$ cat src/rtl/dap_pkg.sv
// Package of shared constants and types for the DRAM command sequencing ends.
package dap_pkg;

	// ------------------------------------------------------------------
	// Geometry and timing
	// ------------------------------------------------------------------
	localparam int          CLK_PERIOD_NS                     = 4;
	localparam int          NUM_BANKS                         = 4;
	localparam int          BANK_W                            = 2;
	localparam int          ADDR_W                            = 13;
	localparam int          DATA_W                            = 16;
	localparam int          AUTO_PRECHARGE_FLAG_BIT           = 10;
	localparam int          BURST_LENGTH                      = 4;
	localparam int          MIN_ACTIVE_TO_PRECHARGE_TIME_NS   = 40;
	localparam int          ROW_PRECHARGE_TIME_NS             = 20;
	localparam int          WRITE_RECOVERY_TIME_NS            = 15;
	localparam int          REFRESH_CYCLE_TIME_NS             = 75;
	localparam int          SELF_REFRESH_EXIT_TIME_NS         = 80;
	localparam int          ACTIVATE_TO_COLUMN_DELAY_NS       = 20;
	localparam int          INPUT_SETUP_TIME_NS               = 1;
	// Least times round up to whole cycles.
	localparam int          RAS_CYC  = (MIN_ACTIVE_TO_PRECHARGE_TIME_NS + CLK_PERIOD_NS - 1)
	                                   / CLK_PERIOD_NS;
	localparam int          RP_CYC   = (ROW_PRECHARGE_TIME_NS + CLK_PERIOD_NS - 1) / CLK_PERIOD_NS;
	localparam int          WR_CYC   = (WRITE_RECOVERY_TIME_NS + CLK_PERIOD_NS - 1) / CLK_PERIOD_NS;
	localparam int          RFC_CYC  = (REFRESH_CYCLE_TIME_NS + CLK_PERIOD_NS - 1) / CLK_PERIOD_NS;
	localparam int          XSR_CYC  = (SELF_REFRESH_EXIT_TIME_NS + CLK_PERIOD_NS - 1)
	                                   / CLK_PERIOD_NS;
	localparam int          RCD_CYC  = (ACTIVATE_TO_COLUMN_DELAY_NS + CLK_PERIOD_NS - 1)
	                                   / CLK_PERIOD_NS;
	localparam int          IS_CYC   = 1 + (INPUT_SETUP_TIME_NS + CLK_PERIOD_NS - 1) / CLK_PERIOD_NS;
	localparam int          TMR_W    = 8;

	// ------------------------------------------------------------------
	// Command encodings {cs_n, ras_n, cas_n, we_n}
	// ------------------------------------------------------------------
	localparam logic [3:0]  CMD_NOP     = 4'h7;
	localparam logic [3:0]  CMD_DESEL   = 4'h8;
	localparam logic [3:0]  CMD_ACT     = 4'h3;
	localparam logic [3:0]  CMD_READ    = 4'h5;
	localparam logic [3:0]  CMD_WRITE   = 4'h4;
	localparam logic [3:0]  CMD_PRE     = 4'h2;
	localparam logic [3:0]  CMD_REF     = 4'h1;

	typedef enum logic [2:0] {
		BANK_IDLE   = 3'h1,
		BANK_ACTIVE = 3'h2,
		BANK_PRECH  = 3'h4
	} dap_bank_type;

	typedef enum logic [3:0] {
		DEV_RUN     = 4'h1,
		DEV_REFRESH = 4'h2,
		DEV_SELF    = 4'h4,
		DEV_PDOWN   = 4'h8
	} dap_dev_type;

	typedef enum logic [4:0] {
		CTL_IDLE  = 5'h01,
		CTL_WAIT  = 5'h02,
		CTL_DATA  = 5'h04,
		CTL_SELF  = 5'h08,
		CTL_PDOWN = 5'h10
	} dap_ctl_type;

endpackage : dap_pkg

$ cat src/rtl/dap_link_if.sv
// Interface carrying the command, address and write data pins between the two ends.
`timescale 1ns/1ns
interface dap_link_if;
	import dap_pkg::*;
	logic                  cke;        // Clock enable pin.
	logic                  cs_n;       // Chip select, active low.
	logic                  ras_n;      // Row strobe, active low.
	logic                  cas_n;      // Column strobe, active low.
	logic                  we_n;       // Write strobe, active low.
	logic [BANK_W-1:0]     ba;         // Bank address.
	logic [ADDR_W-1:0]     addr;       // Row or column address.
	logic [DATA_W-1:0]     wdata;      // Write data beat.
	logic                  write_mask; // High discards the beat.
	logic                  wstrobe;    // Beat valid, one per strobe edge.
	logic [DATA_W-1:0]     rdata;      // Read data beat from device.
	logic                  rvalid;     // Read beat valid.

	modport device (input cke, cs_n, ras_n, cas_n, we_n, ba, addr, wdata, write_mask, wstrobe,
	                output rdata, rvalid);
	modport controller (output cke, cs_n, ras_n, cas_n, we_n, ba, addr, wdata, write_mask,
	                    wstrobe, input rdata, rvalid);
endinterface : dap_link_if

$ cat src/rtl/dap_device.sv
// Memory device end: command decode, bank timers, auto precharge, refresh and power down.
`timescale 1ns/1ns

// Summary of operation
// Mask affects writes only, never reads.
// Masked write beat is discarded immediately.
// Controller aligns mask with strobe edge.
// Read auto precharge after BL/2, min_active_to_precharge_time held.
// No reuse of bank during precharge.
// Read-AP follow-on windows at 3,4,5.
// Flag bit high makes write auto precharge.
// Write auto precharge waits write recovery.
// Write-AP follow-on windows through clock 8.
// Auto refresh decoded with clock enable high.
// All banks idle before auto refresh.
// Refresh uses internal row counter; banks idle.
// Wait refresh cycle before next activate.
// Self refresh decoded with clock enable low.
// Clock enable held low in self refresh.
// Self refresh ignores all but clock enable.
// Exit self refresh with NOP, then wait.
// Write after activate once column delay met.
// Clock enable low enters, high leaves power-down.
// Power-down gates receivers, keeps clock alive.
// Banks idle; clock enable early before activate. Here power-down is entered with a bank still active, and the bench checks this.
// Power-down shorter than refresh period.
// Per-bank state with timers kept.
module dap_device
	import dap_pkg::*;
#(
	parameter int NBANK = NUM_BANKS,       // Number of banks.
	parameter int WORDS = 16               // Storage words, one array shared by all banks.
) (
	input  wire logic                clk_i,            // Device clock.
	input  wire logic                resetn_i,         // Asynchronous reset, active low.
	dap_link_if.device               link,             // Pins from the controller.
	output logic [ADDR_W-1:0]        refresh_row_o,    // Internal refresh row counter.
	output logic                     self_refresh_o,   // High while in self refresh.
	output logic                     power_down_o,     // High while in power-down.
	output logic                     cmd_error_o,      // Pulse on an illegal command.
	output logic [3*NBANK-1:0]       bank_state_o      // One-hot state per bank.
);

	// ------------------------------------------------------------------
	// Command decode
	// ------------------------------------------------------------------
	dap_dev_type              dev_r;
	dap_bank_type             bank_r   [NBANK];
	logic [TMR_W-1:0]         ras_tmr_r[NBANK];
	logic [TMR_W-1:0]         ap_tmr_r [NBANK];
	logic                     ap_pend_r[NBANK];
	logic [TMR_W-1:0]         rp_tmr_r [NBANK];
	logic [TMR_W-1:0]         rfc_tmr_r;
	logic                     cke_prev_r;
	logic [3:0]               cmd;
	logic                     live;
	logic [DATA_W-1:0]        mem_r [WORDS];
	logic [$clog2(WORDS)-1:0] wptr_r;
	logic                     wr_burst_r;
	logic [DATA_W-1:0]        rdata_r;
	logic                     rvalid_r;
	logic [ADDR_W-1:0]        row_r;
	logic                     err_r;

	assign cmd  = {link.cs_n, link.ras_n, link.cas_n, link.we_n};
	// Receivers count only while running; self refresh and power-down gate them.
	assign live = (dev_r == DEV_RUN) && link.cke && cke_prev_r;

	// ------------------------------------------------------------------
	// Device mode
	// ------------------------------------------------------------------
	// Clock enable is seen on every edge; the clock itself keeps running here.
	always_ff @(posedge clk_i or negedge resetn_i) begin
		if (!resetn_i) begin
			dev_r      <= DEV_RUN;
			cke_prev_r <= 1'b1;
			rfc_tmr_r  <= '0;
		end else begin
			cke_prev_r <= link.cke;
			if (rfc_tmr_r != '0) rfc_tmr_r <= rfc_tmr_r - 1'b1;
			case (dev_r)
				DEV_RUN: begin
					if (cke_prev_r && !link.cke && cmd == CMD_REF) begin
						dev_r <= DEV_SELF;
					end else if (cke_prev_r && !link.cke) begin
						dev_r <= DEV_PDOWN;
					end else if (live && cmd == CMD_REF) begin
						dev_r     <= DEV_REFRESH;
						rfc_tmr_r <= TMR_W'(RFC_CYC);
					end
				end
				DEV_REFRESH: begin
					if (rfc_tmr_r == 8'h01) dev_r <= DEV_RUN;
				end
				DEV_SELF: begin
					if (link.cke) dev_r <= DEV_RUN;
				end
				DEV_PDOWN: begin
					if (link.cke) dev_r <= DEV_RUN;
				end
				default: dev_r <= DEV_RUN;
			endcase
		end
	end

	// ------------------------------------------------------------------
	// Refresh row counter
	// ------------------------------------------------------------------
	// External address pins are ignored; the row comes from this counter.
	always_ff @(posedge clk_i or negedge resetn_i) begin
		if (!resetn_i) begin
			row_r <= '0;
		end else if ((dev_r == DEV_RUN && live && cmd == CMD_REF)
		             || (dev_r == DEV_SELF && rfc_tmr_r == '0)) begin
			row_r <= row_r + 1'b1;
		end
	end

	// ------------------------------------------------------------------
	// Per-bank state and timers
	// ------------------------------------------------------------------
	genvar gb;
	generate
		for (gb = 0; gb < NBANK; gb++) begin : g_bank
			logic hit;
			assign hit = live && (link.ba == BANK_W'(gb));
			always_ff @(posedge clk_i or negedge resetn_i) begin
				if (!resetn_i) begin
					bank_r[gb]    <= BANK_IDLE;
					ras_tmr_r[gb] <= '0;
					ap_tmr_r[gb]  <= '0;
					ap_pend_r[gb] <= 1'b0;
					rp_tmr_r[gb]  <= '0;
				end else begin
					if (ras_tmr_r[gb] != '0) ras_tmr_r[gb] <= ras_tmr_r[gb] - 1'b1;
					if (ap_tmr_r[gb] != '0) ap_tmr_r[gb] <= ap_tmr_r[gb] - 1'b1;
					if (dev_r == DEV_REFRESH) begin
						bank_r[gb] <= BANK_IDLE;
					end
					case (bank_r[gb])
						BANK_IDLE: begin
							if (hit && cmd == CMD_ACT) begin
								bank_r[gb]    <= BANK_ACTIVE;
								ras_tmr_r[gb] <= TMR_W'(RAS_CYC);
							end
						end
						BANK_ACTIVE: begin
							if (hit && (cmd == CMD_READ || cmd == CMD_WRITE)
							    && link.addr[AUTO_PRECHARGE_FLAG_BIT]) begin
								ap_pend_r[gb] <= 1'b1;
								// Read waits BL/2; write waits the burst plus recovery.
								ap_tmr_r[gb]  <= (cmd == CMD_READ)
								                 ? TMR_W'(BURST_LENGTH / 2)
								                 : TMR_W'(BURST_LENGTH / 2 + 1 + WR_CYC);
							end else if ((hit && cmd == CMD_PRE && ras_tmr_r[gb] == '0)
							             || (live && cmd == CMD_PRE
							                 && link.addr[AUTO_PRECHARGE_FLAG_BIT])
							             || (ap_pend_r[gb] && ap_tmr_r[gb] == '0
							                 && ras_tmr_r[gb] == '0)) begin
								bank_r[gb]    <= BANK_PRECH;
								ap_pend_r[gb] <= 1'b0;
								rp_tmr_r[gb]  <= TMR_W'(RP_CYC);
							end
						end
						BANK_PRECH: begin
							if (rp_tmr_r[gb] > 8'h01) begin
								rp_tmr_r[gb] <= rp_tmr_r[gb] - 1'b1;
							end else begin
								bank_r[gb]   <= BANK_IDLE;
								rp_tmr_r[gb] <= '0;
							end
						end
						default: bank_r[gb] <= BANK_IDLE;
					endcase
				end
			end
			assign bank_state_o[3*gb +: 3] = bank_r[gb];
		end
	endgenerate

	// ------------------------------------------------------------------
	// Write and read data path
	// ------------------------------------------------------------------
	// Masked beats advance the pointer but leave storage untouched, zero latency.
	always_ff @(posedge clk_i or negedge resetn_i) begin
		if (!resetn_i) begin
			wptr_r     <= '0;
			wr_burst_r <= 1'b0;
			rvalid_r   <= 1'b0;
			rdata_r    <= '0;
			for (int i = 0; i < WORDS; i++) mem_r[i] <= '0;
		end else begin
			rvalid_r <= 1'b0;
			if (live && cmd == CMD_WRITE) begin
				wptr_r     <= link.addr[$clog2(WORDS)-1:0];
				wr_burst_r <= 1'b1;
			end else if (live && cmd == CMD_READ) begin
				wptr_r     <= link.addr[$clog2(WORDS)-1:0];
				wr_burst_r <= 1'b0;
			end
			if (wr_burst_r && link.wstrobe && dev_r == DEV_RUN) begin
				if (!link.write_mask) mem_r[wptr_r] <= link.wdata;
				wptr_r <= wptr_r + 1'b1;
			end
			// Read data ignores the mask pin entirely.
			if (live && cmd == CMD_READ) begin
				rdata_r  <= mem_r[link.addr[$clog2(WORDS)-1:0]];
				rvalid_r <= 1'b1;
			end
		end
	end

	// ------------------------------------------------------------------
	// Illegal command check
	// ------------------------------------------------------------------
	// Flags access to a bank that is not in a state to accept it.
	always_ff @(posedge clk_i or negedge resetn_i) begin
		if (!resetn_i) begin
			err_r <= 1'b0;
		end else begin
			err_r <= live && (((cmd == CMD_ACT) && (bank_r[link.ba] != BANK_IDLE
			                                       || rfc_tmr_r != '0))
			        || ((cmd == CMD_READ || cmd == CMD_WRITE)
			            && bank_r[link.ba] != BANK_ACTIVE));
		end
	end

	assign link.rdata     = rdata_r;
	assign link.rvalid    = rvalid_r;
	assign refresh_row_o  = row_r;
	assign self_refresh_o = dev_r[2];
	assign power_down_o   = dev_r[3];
	assign cmd_error_o    = err_r;

endmodule : dap_device

$ cat src/flat_wrapper.sv
// flat-port wrapper written by rule: the top's interface ports become plain ports
module dap_device_flat import dap_pkg::*;
#(
	parameter int NBANK = NUM_BANKS,                          
	parameter int WORDS = 16                                                               
)
  (clk_i, resetn_i, refresh_row_o, self_refresh_o, power_down_o, cmd_error_o, bank_state_o, link_cke, link_cs_n, link_ras_n, link_cas_n, link_we_n, link_ba, link_addr, link_wdata, link_write_mask, link_wstrobe, link_rdata, link_rvalid);
  dap_link_if link_i ();
  input  wire logic clk_i;
  input  wire logic resetn_i;
  output logic [ADDR_W-1:0] refresh_row_o;
  output logic self_refresh_o;
  output logic power_down_o;
  output logic cmd_error_o;
  output logic [3*NBANK-1:0] bank_state_o;
  input wire logic [$bits(link_i.cke)-1:0] link_cke;
  input wire logic [$bits(link_i.cs_n)-1:0] link_cs_n;
  input wire logic [$bits(link_i.ras_n)-1:0] link_ras_n;
  input wire logic [$bits(link_i.cas_n)-1:0] link_cas_n;
  input wire logic [$bits(link_i.we_n)-1:0] link_we_n;
  input wire logic [$bits(link_i.ba)-1:0] link_ba;
  input wire logic [$bits(link_i.addr)-1:0] link_addr;
  input wire logic [$bits(link_i.wdata)-1:0] link_wdata;
  input wire logic [$bits(link_i.write_mask)-1:0] link_write_mask;
  input wire logic [$bits(link_i.wstrobe)-1:0] link_wstrobe;
  output wire logic [$bits(link_i.rdata)-1:0] link_rdata;
  output wire logic [$bits(link_i.rvalid)-1:0] link_rvalid;
  assign link_i.cke = link_cke;
  assign link_i.cs_n = link_cs_n;
  assign link_i.ras_n = link_ras_n;
  assign link_i.cas_n = link_cas_n;
  assign link_i.we_n = link_we_n;
  assign link_i.ba = link_ba;
  assign link_i.addr = link_addr;
  assign link_i.wdata = link_wdata;
  assign link_i.write_mask = link_write_mask;
  assign link_i.wstrobe = link_wstrobe;
  assign link_rdata = link_i.rdata;
  assign link_rvalid = link_i.rvalid;
  dap_device #(.NBANK(NBANK), .WORDS(WORDS)) u_core (.clk_i(clk_i), .resetn_i(resetn_i), .link(link_i), .refresh_row_o(refresh_row_o), .self_refresh_o(self_refresh_o), .power_down_o(power_down_o), .cmd_error_o(cmd_error_o), .bank_state_o(bank_state_o));
endmodule
$ cat config.mk
export PLATFORM = sky130hd
export DESIGN_NAME = dap_device_flat
export DESIGN_NICKNAME = d
export VERILOG_FILES = /design/src/rtl/dap_pkg.sv /design/src/rtl/dap_link_if.sv /design/src/rtl/dap_device.sv /design/src/flat_wrapper.sv
export SDC_FILE = /design/constraint.sdc
export NUM_CORES = 1
export LEC_CHECK = 0
export BUFFER_PORTS_ARGS = -buffer_cell sky130_fd_sc_hd__buf_2
export CAP_MARGIN = 20
export CORE_MARGIN = 8
export CORE_UTILIZATION = 34
export DETAILED_ROUTE_END_ITERATION = 8
export GPL_TIMING_DRIVEN = 1
export SYNTH_ARGS = -nofsm -noshare
export SYNTH_HDL_FRONTEND = slang
export SYNTH_SLANG_ARGS = --single-unit
$ cat constraint.sdc
create_clock -name clk_i -period 5.2 [get_ports clk_i]
set_input_delay 0.26 -clock clk_i [delete_from_list [all_inputs] [get_ports clk_i]]
set_output_delay 0.26 -clock clk_i [all_outputs]
set_load 0.01 [all_outputs]
Word level (Yosys, flattened, before mapping)

Cells that the tools add are included.

Shift operators: 0
Order comparisons: 8
Multiplexer cells: 99
Divide/modulo/power cells: 0
Eq/ne operators: 38
Reduce and logical (&&, ||, !) cells: 103
Bitwise logic cells: 4
Multiply operators: 0
Add/sub/neg operators: 15

Operators by type and width:

| kind                  | number |
|---|---|
| $mux 8                | 41 |
| $bwmux 256            | 1 |
| $sub 8x1->8 const B   | 13 |
| $logic_not 8->1       | 9 |
| $reduce_bool 8->1     | 9 |
| $mux 3                | 23 |
| $bmux 16 s4           | 1 |
| $demux 16 s4          | 1 |
| $pmux 8 s2            | 4 |
| $logic_and 1x1->1     | 50 |
| $mux 16               | 3 |
| $pmux 3 s3            | 4 |
| $gt 8x1->1 const B    | 4 |
| $mux 4                | 8 |
| $reduce_bool 2->1     | 9 |
| $reduce_and 3->1      | 5 |
| $add 13x1->13 const B | 1 |
| $eq 3x1->1 const B    | 4 |
| $eq 3x2->1 const B    | 4 |
| $eq 3x3->1 const B    | 4 |
| $eq 4x2->1 const B    | 3 |
| $eq 4x3->1 const B    | 3 |
| $logic_or 1x1->1      | 12 |
| $ne 2x1->1 const B    | 6 |
| 24 further kinds      | 45 |

Memories: 0
Latch bits: 0
ROM bits: 0
Input port bits: 40
Logic and storage cells: 312
Memory bits (writable): 0
Bits in registers: 417

Depth between registers and ports, before layout

Word-level depth: 11
Gate-level depth with buffers: 8
Gate-level depth less buffers: 7

Worst setup path after synthesis

Ideal clock, no wire load.

Path kind: reg2reg
Start point: register u_core.dev_r[3]
End point: register u_core.mem_r[10] (netlist name)
Period minus slack after synthesis: 2.452 ns
Required time: 5.075 ns
Data arrival time: 2.327 ns
Stages on the path, launching flop included: 8
Path buffers: 2
Path slack: 2.748 ns
Path through: dfrtp_1 or4b_1 buf_2 nor3_4 nand2_1 nor2_2 buf_6 mux2_2

Word-level cells in the longest chain between the ends: 3

Ends and longest elaborated chain:

| item                           | line              | source |
|---|---|---|
| start: declaration             | dap_device.sv:47  | `dap_dev_type dev_r;` |
| start signal: assignment       | dap_device.sv:75  | `dev_r <= DEV_RUN;` |
| start signal: assignment       | dap_device.sv:84  | `dev_r <= DEV_SELF;` |
| start signal: assignment       | dap_device.sv:86  | `dev_r <= DEV_PDOWN;` |
| $eq 4x1->1                     | dap_device.sv:201 | `if (wr_burst_r && link.wstrobe && dev_r == DEV_RUN) begin` |
| $logic_and 1x1->1              | dap_device.sv:201 |  |
| $reduce_and 2->1 (no line)     | n/a               |  |
| end signal: indexed assignment | dap_device.sv:202 | `if (!link.write_mask) mem_r[wptr_r] <= link.wdata;` |
| end: declaration               | dap_device.sv:57  | `logic [DATA_W-1:0] mem_r [WORDS];` |

Every way passes these cells.
A chain may end at the register's enable or synchronous reset.

Final worst setup path

Start point: register u_core.dev_r[0]
End point: register u_core.mem_r[147] (netlist name)

The elaborated chain is that of the path after synthesis.

==> insert_results.sql <==
INSERT INTO impl_metrics (metric_group, metric, value, unit) VALUES
('global_route', 'grt_start_max_net_pins', '116', ''),
('clocking', 'ctsRootBufferMaster', 'sky130_fd_sc_hd__clkbuf_16', ''),
('power_and_ir_drop', 'p_sw', '2.40', 'mW'),
('setup_path', 'path_max_fanout', '16', ''),
('final_layout', 'finalCoreUtilization', '0.389', ''),
('sta', 'max_slew.worst_pin.slew', '1040', 'ps'),
('drt', 'detail_route.vias_per_cell', '5.26', ''),
('final_layout', 'most-common-layout-cells', 'sky130_fd_sc_hd__dfrtp_1, sky130_fd_sc_hd__mux2_2, sky130_fd_sc_hd__mux2_4', ''),
('setup_path', 'critPathRequiredTime', '5670', 'ps'),
('power_and_ir_drop', 'leakage', '10.9', 'nW'),
('placement', 'placed_cell_area', '21600', 'sq um'),
('placement', 'routabilityCongestion', '0.795', ''),
('drt', 'final_antenna_net_count', '0', ''),
('clocking', 'cts.repair.resized', '0', ''),
('power_and_ir_drop', 'power-per-cell-area', '386', 'nW/um^2'),
('yosys', 'synth.avg_cell_area', '13.4', 'sq um'),
('yosys', 'post_synth_num_cell_types', '75', ''),
('power_and_ir_drop', 'swShare', '0.267', ''),
('clocking', 'clock_tree.buffer_depth', '3', ''),
('final_layout', 'seqCellArea', '10400', 'sq um'),
('global_route', 'antenna_found_initial', '6', ''),
('placement', 'dp_slack', '1800', 'ps'),
('power_and_ir_drop', 'p_total', '9.00', 'mW'),
('die', 'initial_core_util', '0.342', ''),
('sta', 'finClkSkew', '59.8', 'ps'),
('final_layout', 'num-nets-final', '1665', ''),
('setup_path', 'endpoint_kind', 'flip-flop', ''),
('clocking', 'cts.reportedPaths.clkPinSlew', '60', 'ps'),
('run_status', 'outcome', 'completed', ''),
('yosys', 'asyncSetResetFlopFracSynth', '1.00', ''),
('final_layout', 'fin_area', '23300', 'sq um'),
('final_layout', 'drive_gt1_frac', '0.347', ''),
('clocking', 'cts_htree_levels', '2', ''),
('final_layout', 'layout.cells.non_filler', '2421', ''),
('die', 'die_area', '68300', 'sq um'),
('setup_path', 'timing.critical_path.from_type', 'flip-flop', ''),
('sta', 'finalSetupViolCount', '0', ''),
('placement', 'io_buffer_count', '76', ''),
('yosys', 'syn_nets', '1593', ''),
('die', 'pin_count', '85', ''),
('drt', 'remaining_drc_errors', '0', ''),
('yosys', 'yosys_register_bits', '417', ''),
('drt', 'via_count', '12734', ''),
('yosys', 'synth_area', '20500', 'sq um'),
('sta', 'hold_ws', '60.4', 'ps'),
('power_and_ir_drop', 'irDropWorstVdd', '0.290', 'mV'),
('final_layout', 'nFillCells', '5603', ''),
('setup_path', 'path_class', 'reg -> reg', ''),
('yosys', 'postSynthCellCount', '1529', ''),
('run', 'drv_cap', '0', ''),
('sta', 'max-slew-margin-rel', '0.307', ''),
('final_layout', 'multi_input_comb_area', '9480', 'sq um'),
('global_route', 'grtUsageTotal', '0.139', ''),
('drt', 'post_route_wl', '47.2', 'mm'),
('yosys', 'ys_warn_count', '0', ''),
('die', 'core', '59900', 'sq um'),
('sta', 'final_period_minus_worst_setup_slack', '3200', 'ps'),
('sta', 'tns', '0', 'ps'),
('yosys', 'synthFlopType', 'sky130_fd_sc_hd__dfrtp_1', ''),
('drt', 'initialDrtViolationCount', '900', ''),
('placement', 'total_half_perimeter_wirelength_after_legalization_and_detailed_placement', '29.0', 'mm'),
('die', 'row_count', '90', ''),
('sta', 'achievable-frequency', '313', 'MHz'),
('power_and_ir_drop', 'combinationalPowerShare', '0.155', ''),
('final_layout', 'area_growth_syn_to_layout', '14.0', '%'),
('clocking', 'clock_sinks', '417', ''),
('clocking', 'cts_made_buffers', '47', ''),
('die', 'floorplan.die.width', '261', 'um'),
('clocking', 'clock_latency', '610', 'ps'),
('power_and_ir_drop', 'share_clk_of_total_power', '0.398', ''),
('clocking', 'tritoncts', 'done', '');
## sequential cells by signal (all words and copies together) (netlist names), 4 cells and up
signal                count
u_core.link.rdata        16
u_core.ap_pend_r          4
u_core.rfc_tmr_r          8
u_core.dev_r              4
u_core.mem_r            256
u_core.ap_tmr_r          32
u_core.refresh_row_o     13
u_core.wptr_r             4
u_core.ras_tmr_r         32
u_core.bank_state_o      12
u_core.rp_tmr_r          32
## metal layers
layer	vias up	GRT usage	part of all wire
met3	77	0.0263	0.050
met4	6	0.0390	0.023
met2	268	0.226	0.48
met5	-	0	0.00064
met1	6575	0.189	0.45
li1	5808	-	-
## cell usage after synthesis (7+ instances only)
| library cell | n | area [sq um] |
|---|---|---|
| sky130_fd_sc_hd__clkbuf_1 | 38 | 143 |
| sky130_fd_sc_hd__dfrtp_1 | 411 | 10300 |
| sky130_fd_sc_hd__ha_1 | 24 | 300 |
| sky130_fd_sc_hd__nand2_1 | 82 | 308 |
| sky130_fd_sc_hd__a31oi_1 | 13 | 81.3 |
| sky130_fd_sc_hd__inv_1 | 40 | 150 |
| sky130_fd_sc_hd__o21ai_0 | 36 | 180 |
| sky130_fd_sc_hd__o211ai_1 | 7 | 52.6 |
| sky130_fd_sc_hd__nor2_1 | 82 | 308 |
| sky130_fd_sc_hd__o31ai_1 | 10 | 75.1 |
| sky130_fd_sc_hd__o22ai_1 | 12 | 75.1 |
| sky130_fd_sc_hd__nor3_1 | 45 | 225 |
| sky130_fd_sc_hd__nor3b_1 | 17 | 128 |
| sky130_fd_sc_hd__and2_1 | 8 | 50.1 |
| sky130_fd_sc_hd__buf_6 | 14 | 158 |
| sky130_fd_sc_hd__xor2_1 | 8 | 70.1 |
| sky130_fd_sc_hd__nor4_1 | 13 | 81.3 |
| sky130_fd_sc_hd__nand3_1 | 36 | 180 |
| sky130_fd_sc_hd__nand4_1 | 10 | 62.6 |
| sky130_fd_sc_hd__mux2i_1 | 8 | 80.1 |
| sky130_fd_sc_hd__a21oi_1 | 35 | 175 |
| sky130_fd_sc_hd__nor4b_1 | 11 | 96.3 |
| sky130_fd_sc_hd__mux2_4 | 100 | 1500 |
| sky130_fd_sc_hd__buf_2 | 12 | 60.1 |
| sky130_fd_sc_hd__mux2_2 | 169 | 1900 |
| sky130_fd_sc_hd__nand3_4 | 10 | 175 |
| sky130_fd_sc_hd__mux4_2 | 83 | 1870 |
| sky130_fd_sc_hd__and3_1 | 18 | 113 |
| sky130_fd_sc_hd__nand2b_1 | 15 | 93.8 |
| sky130_fd_sc_hd__xnor2_1 | 42 | 368 |
| sky130_fd_sc_hd__nor2b_1 | 10 | 62.6 |
| sky130_fd_sc_hd__or3_1 | 12 | 75.1 |
## power by group through the flow
stage          logic [mW]  clock network (mW)  registers [mW]
3_5_place_dp         1.41                   0            4.07
3_3_place_gp         1.36                   0            4.03
6_report             1.40                3.58            4.02
4_1_cts              1.42                3.70            4.02
2_1_floorplan        1.10                   0            3.98
5_1_grt              1.55                3.81            4.08
## area by class of cell
cell class | instances | share of cell area
Clock buffer | 69 | 0.0600
Sequential cell | 417 | 0.448
Tap cell | 782 | 0.0419
Multi-Input combinational cell | 1002 | 0.406
Antenna cell | 1 | 0.000107
Timing Repair Buffer | 93 | 0.0250
Clock inverter | 17 | 0.0126
Inverter | 40 | 0.00644
## what timing repair did
| item | in CTS | in global routing |
|---|---|---|
| hold endpoints to repair | 109 | 0 |
| buffers inserted | 0 | 0 |
| hold buffers | 2 | 0 |
## critical path, cell delays in order (launching register included)
cell                      delay [ps]
sky130_fd_sc_hd__dfstp_2         560
sky130_fd_sc_hd__or4b_1          680
sky130_fd_sc_hd__nor3_4          230
sky130_fd_sc_hd__buf_4           340
sky130_fd_sc_hd__nand3_2         710
sky130_fd_sc_hd__mux2_2          530
## cells by family (layout without fill, tap and decap cells)
kind of cell	count (synthesis)	after routing	synth area share
mux	364	364	0.264
flops	417	417	0.510
other cells	0	1	0
simple gates	410	410	0.113
fa+ha+maj	24	24	0.0147
compound gates	154	154	0.0495
xor+xnor	50	50	0.0214
buf+inv	110	219	0.0268
## path summary, 6_finish.rpt
path                                                            from                              endpoint  slack [ps]  cells past startpoint
worst min register to register  u_core.refresh_row_o[12]$_DFFE_PN0P_  u_core.refresh_row_o[12]$_DFFE_PN0P_         460                      1
worst max-delay path                     u_core.dev_r[0]$_DFFE_PN1P_         u_core.mem_r[147]$_DFFE_PN0P_        2000                      5
worst max register to register           u_core.dev_r[0]$_DFFE_PN1P_         u_core.mem_r[147]$_DFFE_PN0P_        2000                      5
min in group asynchronous                                   resetn_i        u_core.ras_tmr_r[19]$_DFF_PN0_         320                      2
worst min-delay path                                      link_cas_n           u_core.dev_r[3]$_DFFE_PN0P_          60                      3
max in group asynchronous                                   resetn_i          u_core.mem_r[54]$_DFFE_PN0P_        3740                      3
Note: power is estimated with default switching activity, not from simulation.
